### src/rtl/ssol_regs.svh
/*
  Offsets, field positions, reset values and limits of the servo status block.
  Assumes byte addresses on an APB bus with 32-bit data.
*/
`ifndef SSOL_REGS_SVH
`define SSOL_REGS_SVH
// ==========================================
// Register offsets
`define SSOL_ADDR_CTRL    8'h00
`define SSOL_ADDR_DWIDTH  8'h04
`define SSOL_ADDR_MWIDTH  8'h08
`define SSOL_ADDR_LEVEL   8'h0c
`define SSOL_ADDR_OUTSEL  8'h10
`define SSOL_ADDR_STATUS  8'h14
// ==========================================
// Field positions
`define SSOL_CTRL_MAP_LSB 0
`define SSOL_CTRL_MOD_LSB 4
`define SSOL_SEL_DONE_LSB 0
`define SSOL_SEL_RUN_LSB  4
// ==========================================
// Reset values and limits
`define SSOL_MAP_DEFAULT  4'h0
`define SSOL_MAP_FORCE_ON 4'h7
`define SSOL_DWIDTH_RST   8'h07
`define SSOL_DWIDTH_MAX   8'hfa
`define SSOL_MWIDTH_RST   7'h0a
`define SSOL_MWIDTH_MAX   7'h64
`define SSOL_LEVEL_RST    14'h0014
`define SSOL_LEVEL_MIN    14'h0001
`define SSOL_LEVEL_MAX    14'h2710
`define SSOL_OUTSEL_RST   16'h0000
`endif

### src/rtl/ssol_pkg.sv
/*
  Types of the servo status block.
  Assumes nothing beyond the block itself.
*/
`default_nettype none
package ssol_pkg;
  // ==========================================
  // Control modes
  typedef enum logic [1:0] {
    MODE_POS = 2'b00,
    MODE_SPD = 2'b01,
    MODE_TRQ = 2'b10
  } ssol_mode_e;

  // ==========================================
  // Whole state of the block
  typedef struct packed {
    logic        sync1;
    logic        sync2;
    logic [3:0]  mapping;
    ssol_mode_e  mode;
    logic [7:0]  done_width;
    logic [6:0]  match_width;
    logic [13:0] level;
    logic [15:0] outsel;
    logic        done;
    logic        match;
    logic        run;
    logic        motor_en;
    logic [2:0]  term_n;
    logic        run_disp;
    logic        run_mon;
    logic        pready;
    logic        pslverr;
    logic [31:0] prdata;
  } ssol_state_s;
endpackage : ssol_pkg
`default_nettype wire

### src/rtl/ssol_top.sv
/*
  Servo status and interlock logic: motor enable gating, positioning
  completed, speed coincidence and running outputs, with APB registers.
  Assumes position error and speeds come from logic on ref_clk, refreshed
  with a one-cycle ctrl_tick per control cycle; servo_on_n is a raw pin.
*/
// Implementation choices: the register addresses and the APB interface to the registers.
// Function
// - Mapping 0: motor disabled while servo-on input open, enabled while low.
// - Mapping 7: ignore servo-on input, motor always enabled.
// - Positioning-completed asserted low while position error within width.
// - Completed width accepts 0 to 250 pulses, default 7.
// - Completed width limited to 0 to 250.
// - Default routing puts positioning-completed on first terminal pair.
// - First pair carries speed match in speed mode, held asserted in torque.
// - Speed match asserted while reference-actual difference within width.
// - Speed match width 0 to 100 rpm, default 10.
// - Running asserted low while motor speed above detection level.
// - Detection level 1 to 10000 rpm, default 20.
// - Running also flagged to status display and monitor item.
// - Running routed by default to second terminal pair.
// - Signals sharing one terminal are ORed.
`timescale 1ns/10ps
`default_nettype none
`include "ssol_regs.svh"
module ssol_top (
  input  wire logic        ref_clk,
  input  wire logic        sys_rst,
  input  wire logic        psel,
  input  wire logic        penable,
  input  wire logic        pwrite,
  input  wire logic [7:0]  paddr,
  input  wire logic [31:0] pwdata,
  output var  logic [31:0] prdata,
  output var  logic        pready,
  output var  logic        pslverr,
  input  wire logic        servo_on_n,
  input  wire logic        ctrl_tick,
  input  wire logic [15:0] position_error,
  input  wire logic [15:0] speed_ref,
  input  wire logic [15:0] speed_act,
  output var  logic        motor_enable,
  output var  logic [2:0]  out_term_n,
  output var  logic        run_display,
  output var  logic        running_monitor_item
);
  import ssol_pkg::*;

  // ==========================================
  // Reset state
  localparam ssol_state_s ST_RST = '{
    sync1:       1'b1,
    sync2:       1'b1,
    mapping:     `SSOL_MAP_DEFAULT,
    mode:        MODE_POS,
    done_width:  `SSOL_DWIDTH_RST,
    match_width: `SSOL_MWIDTH_RST,
    level:       `SSOL_LEVEL_RST,
    outsel:      `SSOL_OUTSEL_RST,
    done:        1'b0,
    match:       1'b0,
    run:         1'b0,
    motor_en:    1'b0,
    term_n:      3'b111,
    run_disp:    1'b0,
    run_mon:     1'b0,
    pready:      1'b0,
    pslverr:     1'b0,
    prdata:      32'h0000_0000
  };

  ssol_state_s st_q;
  ssol_state_s st_d;

  logic        sig_a;
  logic [1:0]  idx_a;
  logic [1:0]  idx_r;
  logic        hit;
  logic [16:0] pos_mag;
  logic [16:0] spd_mag;
  logic [16:0] err_mag;
  logic [17:0] spd_diff;
  logic        take;

  // ==========================================
  // Helpers
  // Magnitude at 17 bits so that the most negative input still fits
  function automatic logic [16:0] mag17(input logic [16:0] v);
    mag17 = v[16] ? 17'(-v) : v;
  endfunction : mag17

  // Select 0 keeps the default pair; 1 to 3 name a pair directly
  function automatic logic [1:0] pair_of(input logic [1:0] sel,
                                         input logic [1:0] dflt);
    pair_of = (sel == 2'h0) ? dflt : 2'(sel - 2'h1);
  endfunction : pair_of

  assign pos_mag = mag17({position_error[15], position_error});
  assign spd_mag = mag17({speed_act[15], speed_act});
  // Eighteen bits, one more than opposite full-scale speeds need
  assign spd_diff = {{2{speed_ref[15]}}, speed_ref} - {{2{speed_act[15]}}, speed_act};
  assign err_mag  = spd_diff[17] ? 17'(-spd_diff) : spd_diff[16:0];
  assign take    = psel & penable & st_q.pready;

  // ==========================================
  // Next state
  always_comb begin
    st_d = st_q;
    hit  = 1'b0;

    // Pin crosses two flops before use
    st_d.sync1 = servo_on_n;
    st_d.sync2 = st_q.sync1;

    // Other mappings fall back to the pin
    if (st_q.mapping == `SSOL_MAP_FORCE_ON) begin
      st_d.motor_en = 1'b1;
    end else begin
      st_d.motor_en = ~st_q.sync2;
    end

    // Compared only on the control tick
    if (ctrl_tick) begin
      st_d.done  = (pos_mag <= 17'(st_q.done_width));
      st_d.match = (err_mag <= 17'(st_q.match_width));
      st_d.run   = (spd_mag > 17'(st_q.level));
      st_d.run_disp = st_d.run;
      st_d.run_mon  = st_d.run;
    end

    // First pair signal follows the control mode
    unique case (st_q.mode)
      MODE_POS: sig_a = st_q.done;
      MODE_SPD: sig_a = st_q.match;
      MODE_TRQ: sig_a = 1'b1;
      default:  sig_a = 1'b0;
    endcase
    idx_a = pair_of(st_q.outsel[`SSOL_SEL_DONE_LSB +: 2], 2'h0);
    idx_r = pair_of(st_q.outsel[`SSOL_SEL_RUN_LSB +: 2], 2'h1);
    for (int k = 0; k < 3; k++) begin
      hit = ((idx_a == 2'(k)) & sig_a) | ((idx_r == 2'(k)) & st_q.run);
      st_d.term_n[k] = ~hit;
    end

    // APB: answer in the second access cycle
    st_d.pready  = psel & penable & ~st_q.pready;
    st_d.pslverr = 1'b0;
    if (psel & penable & ~st_q.pready) begin
      st_d.prdata = 32'h0000_0000;
      unique case (paddr)
        `SSOL_ADDR_CTRL: begin
          st_d.prdata = {26'h0, st_q.mode, st_q.mapping};
        end
        `SSOL_ADDR_DWIDTH: begin
          st_d.prdata = {24'h0, st_q.done_width};
        end
        `SSOL_ADDR_MWIDTH: begin
          st_d.prdata = {25'h0, st_q.match_width};
        end
        `SSOL_ADDR_LEVEL: begin
          st_d.prdata = {18'h0, st_q.level};
        end
        `SSOL_ADDR_OUTSEL: begin
          st_d.prdata = {16'h0, st_q.outsel};
        end
        `SSOL_ADDR_STATUS: begin
          st_d.prdata = {26'h0, st_q.run_mon, st_q.run, st_q.match,
                         st_q.done, st_q.motor_en, ~st_q.sync2};
        end
        default: begin
          st_d.pslverr = 1'b1;
        end
      endcase
    end

    // Writes land only at the completing edge
    if (take & pwrite) begin
      unique case (paddr)
        `SSOL_ADDR_CTRL: begin
          st_d.mapping = pwdata[`SSOL_CTRL_MAP_LSB +: 4];
          st_d.mode    = ssol_mode_e'(pwdata[`SSOL_CTRL_MOD_LSB +: 2]);
        end
        `SSOL_ADDR_DWIDTH: begin
          // Wide widths keep the output on during slow moves
          if (pwdata[31:0] > 32'(`SSOL_DWIDTH_MAX)) begin
            st_d.done_width = `SSOL_DWIDTH_MAX;
          end else begin
            st_d.done_width = pwdata[7:0];
          end
        end
        `SSOL_ADDR_MWIDTH: begin
          if (pwdata[31:0] > 32'(`SSOL_MWIDTH_MAX)) begin
            st_d.match_width = `SSOL_MWIDTH_MAX;
          end else begin
            st_d.match_width = pwdata[6:0];
          end
        end
        `SSOL_ADDR_LEVEL: begin
          if (pwdata[31:0] > 32'(`SSOL_LEVEL_MAX)) begin
            st_d.level = `SSOL_LEVEL_MAX;
          end else if (pwdata[31:0] < 32'(`SSOL_LEVEL_MIN)) begin
            st_d.level = `SSOL_LEVEL_MIN;
          end else begin
            st_d.level = pwdata[13:0];
          end
        end
        `SSOL_ADDR_OUTSEL: begin
          st_d.outsel = pwdata[15:0];
        end
        default: begin
        end
      endcase
    end
  end

  // ==========================================
  // State register
  always_ff @(posedge ref_clk) begin
    if (sys_rst) begin
      st_q <= ST_RST;
    end else begin
      st_q <= st_d;
    end
  end

  // ==========================================
  // Outputs
  assign prdata               = st_q.prdata;
  assign pready               = st_q.pready;
  assign pslverr              = st_q.pslverr;
  assign motor_enable         = st_q.motor_en;
  assign out_term_n           = st_q.term_n;
  assign run_display          = st_q.run_disp;
  assign running_monitor_item = st_q.run_mon;

  // ==========================================
  // Checks
  enable_pin_a: assert property (@(posedge ref_clk) disable iff (sys_rst)
    (st_q.mapping == `SSOL_MAP_DEFAULT) |=> (motor_enable == !$past(st_q.sync2)))
    else $error("motor enable does not follow servo-on pin");

  enable_force_a: assert property (@(posedge ref_clk) disable iff (sys_rst)
    (st_q.mapping == `SSOL_MAP_FORCE_ON) |=> motor_enable)
    else $error("forced mapping did not enable motor");

  done_cmp_a: assert property (@(posedge ref_clk) disable iff (sys_rst)
    ctrl_tick |=> (st_q.done == ($past(pos_mag) <= 17'($past(st_q.done_width)))))
    else $error("completed flag disagrees with error and width");

  width_clamp_a: assert property (@(posedge ref_clk) disable iff (sys_rst)
    (st_q.done_width <= `SSOL_DWIDTH_MAX) && (st_q.match_width <= `SSOL_MWIDTH_MAX))
    else $error("width above its limit");

  match_cmp_a: assert property (@(posedge ref_clk) disable iff (sys_rst)
    ctrl_tick |=> (st_q.match == ($past(err_mag) <= 17'($past(st_q.match_width)))))
    else $error("speed match flag wrong");

  run_cmp_a: assert property (@(posedge ref_clk) disable iff (sys_rst)
    ctrl_tick |=> (st_q.run == ($past(spd_mag) > 17'($past(st_q.level)))))
    else $error("running flag wrong");

  run_flags_a: assert property (@(posedge ref_clk) disable iff (sys_rst)
    ctrl_tick |=> (run_display == ($past(spd_mag) > 17'($past(st_q.level))))
                  && (running_monitor_item == run_display))
    else $error("running display or monitor item wrong");

  dwidth_write_a: assert property (@(posedge ref_clk) disable iff (sys_rst)
    take && pwrite && (paddr == `SSOL_ADDR_DWIDTH) && (pwdata <= 32'(`SSOL_DWIDTH_MAX))
    |=> ({24'h0, st_q.done_width} == $past(pwdata)))
    else $error("completed width write not taken");

  level_range_a: assert property (@(posedge ref_clk) disable iff (sys_rst)
    (st_q.level >= `SSOL_LEVEL_MIN) && (st_q.level <= `SSOL_LEVEL_MAX))
    else $error("detection level out of range");

  torque_hold_a: assert property (@(posedge ref_clk) disable iff (sys_rst)
    (st_q.mode == MODE_TRQ) && (st_q.outsel[1:0] == 2'h0) |=> !out_term_n[0])
    else $error("first pair not held in torque mode");

  run_route_a: assert property (@(posedge ref_clk) disable iff (sys_rst)
    st_q.run && (st_q.outsel[5:4] == 2'h0) |=> !out_term_n[1])
    else $error("running not on second pair");

  tick_hold_a: assert property (@(posedge ref_clk) disable iff (sys_rst)
    !ctrl_tick |=> $stable(st_q.done) && $stable(st_q.match) && $stable(running_monitor_item))
    else $error("result changed without control tick");

  done_route_a: assert property (@(posedge ref_clk) disable iff (sys_rst)
    (st_q.mode == MODE_POS) && (st_q.outsel[1:0] == 2'h0) && (st_q.outsel[5:4] != 2'h1)
    |=> (out_term_n[0] == !$past(st_q.done)))
    else $error("completed not on first pair");

  speed_route_a: assert property (@(posedge ref_clk) disable iff (sys_rst)
    (st_q.mode == MODE_SPD) && (st_q.outsel[1:0] == 2'h0) && (st_q.outsel[5:4] != 2'h1)
    |=> (out_term_n[0] == !$past(st_q.match)))
    else $error("speed match not on first pair");

  or_share_a: assert property (@(posedge ref_clk) disable iff (sys_rst)
    (st_q.mode == MODE_POS) && (st_q.outsel[1:0] == 2'h2) && (st_q.outsel[5:4] == 2'h0)
    |=> (out_term_n[1] == !($past(st_q.done) || $past(st_q.run))))
    else $error("shared pair is not the OR of its signals");

  run_pair3_a: assert property (@(posedge ref_clk) disable iff (sys_rst)
    st_q.run && (st_q.outsel[5:4] == 2'h3) |=> !out_term_n[2])
    else $error("running not on selected third pair");
endmodule : ssol_top
`default_nettype wire

### config.mk
export PLATFORM = sky130hd
export DESIGN_NAME = ssol_top
export DESIGN_NICKNAME = d
export VERILOG_FILES = /design/src/rtl/ssol_pkg.sv /design/src/rtl/ssol_top.sv
export VERILOG_INCLUDE_DIRS = /design/src /design/src/rtl
export SDC_FILE = /design/constraint.sdc
export NUM_CORES = 1
export LEC_CHECK = 0
export BUFFER_PORTS_ARGS = -buffer_cell sky130_fd_sc_hd__buf_4
export CAP_MARGIN = 20
export CORE_MARGIN = 1.5
export CORE_UTILIZATION = 61
export CTS_BUF_LIST = sky130_fd_sc_hd__clkbuf_16
export DETAILED_ROUTE_END_ITERATION = 8
export PLACE_DENSITY = 0.95
export REMOVE_ABC_BUFFERS = 1
export SYNTH_ARGS = -nofsm -noshare
export SYNTH_HDL_FRONTEND = slang
export SYNTH_SLANG_ARGS = --single-unit
### constraint.sdc
create_clock -name ref_clk -period 9.8 [get_ports ref_clk]
set_input_delay 1.96 -clock ref_clk [delete_from_list [all_inputs] [get_ports ref_clk]]
set_output_delay 1.96 -clock ref_clk [all_outputs]
set_load 0.005 [all_outputs]
==> metrics <==
synth unique cells 89; Max Clock Skew about 6.4 ps; routability congestion estimate 0.9539; row cnt 37; gr ovfl total 0; ys flop type dfxtp_1; via count ~6600; actual slew at the worst max-slew pin 905.5 ps; First-pass DRT Iterations 6; sequential-to-total area share from yosys stat between 20% and 30%; share of cells above drive strength 1 between 15 and 20%; DIE AREA about 0.011 mm²; post-layout util 72.09%; status complete, no violations; EDFF count, synth 0; Slew HR a little under 40%; drt drc 0; flop2flop setup slack between 7000 and 8000 ps; final setup violation count 0; ANT nets after route 0; Syn. warnings 0; diodes inserted 0; Mapped Area around 0.0066 mm²; DP Worst Slack between 4000 and 5000 ps; clock net sink count between 70 and 80; setup slack after layout 4379 ps; Nets 1069; Worst Setup End Kind flip-flop; cts repair resizes 0; Max Buffers Root-to-Sink 2; R2R Path End st_q[41]; RR Startpoint st_q[74]; LEAKAGE between 3 and 4 nW; Peak Freq 184.5 MHz; drt wl/cell 16.34 µm; vias in the first global route 6051; Setup Crit Path Kind in -> reg; number of antenna violations at the first check in global routing 0; final worst path period share roughly 55%; Via density just over 6; Max VDD drop just under 0.09 mV; Reg clk slew, reported paths 60 ps; IO Pins ~140; setup tns final 0 ps; # Post-CTS Setup Buffers 0; Worst setup SP type input port; worst skew pair latency between 300 and 400 ps; CTS tree done; Hold Crit Class reg -> reg; RSZ-0062 raised after global routing no; Reg2Reg Depth 12; fin. max-slew vios 0; Yosys reg bits about 80; First DRT Iteration DRCs between 500 and 600; Req. time, crit path approximately 10000 ps; CTS Buf Count 9; post-DP HPWL roughly 13000 µm; Min Clock Period, post-route around 5400 ps; CP arrival between 5000 and 6000 ps; GRT Overall Usage ~30%; area leader, netlist dfxtp_1; post-synth top area share about a quarter; die width ~110 µm; Non-Filler Instances approximately 1100; first-pass GRT wire length between 20000 and 30000 µm; syn avg cell area 7.627 µm²; port bufs 118; largest net degree at the start of global routing 79; HP Start st_d[94]; core area 0.01037 mm²; Post-Place Cells 1050; Cells on Worst Hold Path 1; PwrDens 125.4 mW/mm²; Synth Instances 860; CTS Root Cell clkbuf_16; max cap viols 0; DRT Wirelength 17400 µm; Max FO, Critical Path 17; Hold EP st_q[94]; Hold Violations, Final 0; Async S/R FF share, synth 0%; die height ~110 µm; Area Overhead vs Synth 13.98%; htree depth 3; cts-stage hold buffer count 0; largest cells by area after synthesis dfxtp_1, ha_1, a21oi_1; starting density of the core 63.25%
stage by stage:
step           instance area [µm²]  hold slack, ps  total power, mW
2_1_floorplan                 6115           389.5           0.5022
3_3_place_gp                  7171           391.1           0.5864
3_5_place_dp                  7171           394.5           0.5925
4_1_cts                       7476           407.7           0.9332
5_1_grt                       7476           423.6           0.9801
6_report                      7476           406.5           0.9373
power breakdown:
| group | internal, mW | switching [mW] |
|---|---|---|
| clock | 0.219 | 0.127 |
| combinational | 0.118 | 0.151 |
| sequential | 0.320 | 0.00216 |
cell type report:
| class | instances | area, µm² |
|---|---|---|
| Clock inverter | 6 | 80.08 |
| Multi-Input combinational cell | 657 | 4324 |
| Clock buffer | 9 | 225.2 |
| Inverter | 61 | 229.0 |
| Fill cell | 808 | 2894 |
| Sequential cell | 78 | 1562 |
| Timing Repair Buffer | 118 | 885.9 |
| Tap cell | 136 | 170.2 |
cell usage after synthesis (all sizes together), types with 9 or more instances:
master / count
a22oi: 19
nand2b: 16
buf: 56
clkbuf: 23
a211oi: 13
ha: 48
nand4: 9
nor4: 10
dfxtp: 78
nand2: 86
nor3: 26
o21ai: 31
nor2b: 12
o22ai: 12
nor2: 93
mux2i: 11
a21oi: 69
inv: 61
nand3: 28
xnor2: 27
per-layer routing:
metal  routed length [µm]  GRT usage (%)  up-vias
met5                    0              0        -
met4                  508          11.81        0
met3                 1658          5.167       54
met2                 8180          51.69      337
met1                 7050          38.34     3018
li1                     -              -     3149
sequential cells by signal, summed over array words and instances (netlist names):
| signal | cells |
|---|---|
| motor_enable | 1 |
| out_term_n | 3 |
| prdata | 16 |
| pready | 1 |
| pslverr | 1 |
| running_monitor_item | 1 |
| st_d | 1 |
| st_q | 54 |
logic make-up (layout without fill, tap and decap cells):
logic type / after synthesis / in the layout / share of synthesized area, %
AO/OA/AOI/OAI: 219 / 219 / 23.20
XOR/XNOR: 35 / 35 / 4.788
adder cells (fa/ha/maj): 49 / 49 / 9.462
buffers and inverters: 140 / 194 / 11.12
flip-flops: 78 / 78 / 23.81
multiplexers: 15 / 15 / 2.881
other: 1 / 16 / 0.05718
AND/OR/NAND/NOR: 323 / 323 / 24.69
critical path, cell delays in order:
cell       delay (ps)
buf_4             120
ha_1              200
fa_1              420
nor2b_2           200
o21bai_1          130
a31oi_4           190
nand3_1            90
a31o_2            370
nand2_1           100
o21ai_0            80
ha_1              300
nor2b_1           130
o21a_1            160
o21a_1            160
o21a_1            170
o21ai_0           140
a21oi_1            80
nor3_1            130
and3_1            170
o2111ai_1         120
o31ai_2           250
cell usage in the layout, fill, tap and decap left out, types with 4 or more instances in the layout:
| master | n |
|---|---|
| a211oi_1 | 13 |
| a21o_1 | 8 |
| a21oi_1 | 69 |
| a221o_1 | 4 |
| a221oi_1 | 7 |
| a22oi_1 | 19 |
| a31oi_1 | 5 |
| and3_1 | 5 |
| buf_4 | 118 |
| clkbuf_16 | 9 |
| conb_1 | 16 |
| dfxtp_1 | 78 |
| ha_1 | 48 |
| inv_1 | 63 |
| mux2i_1 | 11 |
| nand2_1 | 85 |
| nand2b_1 | 16 |
| nand3_1 | 26 |
| nand3b_1 | 4 |
| nand4_1 | 9 |
| nor2_1 | 91 |
| nor2b_1 | 11 |
| nor3_1 | 24 |
| nor4_1 | 8 |
| o211ai_1 | 5 |
| o21a_1 | 8 |
| o21ai_0 | 29 |
| o22ai_1 | 11 |
| o31ai_1 | 6 |
| or2_2 | 6 |
| or3_1 | 5 |
| xnor2_1 | 26 |
| xor2_1 | 8 |
worst max-delay path by stage:
stage | depth (start not counted) | to | from | slack, ps
after floorplan | 21 | st_q[41] | speed_ref[0] | 4430
after global placement | 21 | st_q[41] | speed_act[0] | 4190
after detailed placement | 21 | st_q[41] | speed_act[0] | 4050
after CTS | 21 | st_q[41] | speed_act[0] | 4390
after global routing | 22 | st_q[41] | speed_ref[0] | 4060
final | 21 | st_q[41] | speed_act[0] | 4380
(Power assumes the default switching activity.)
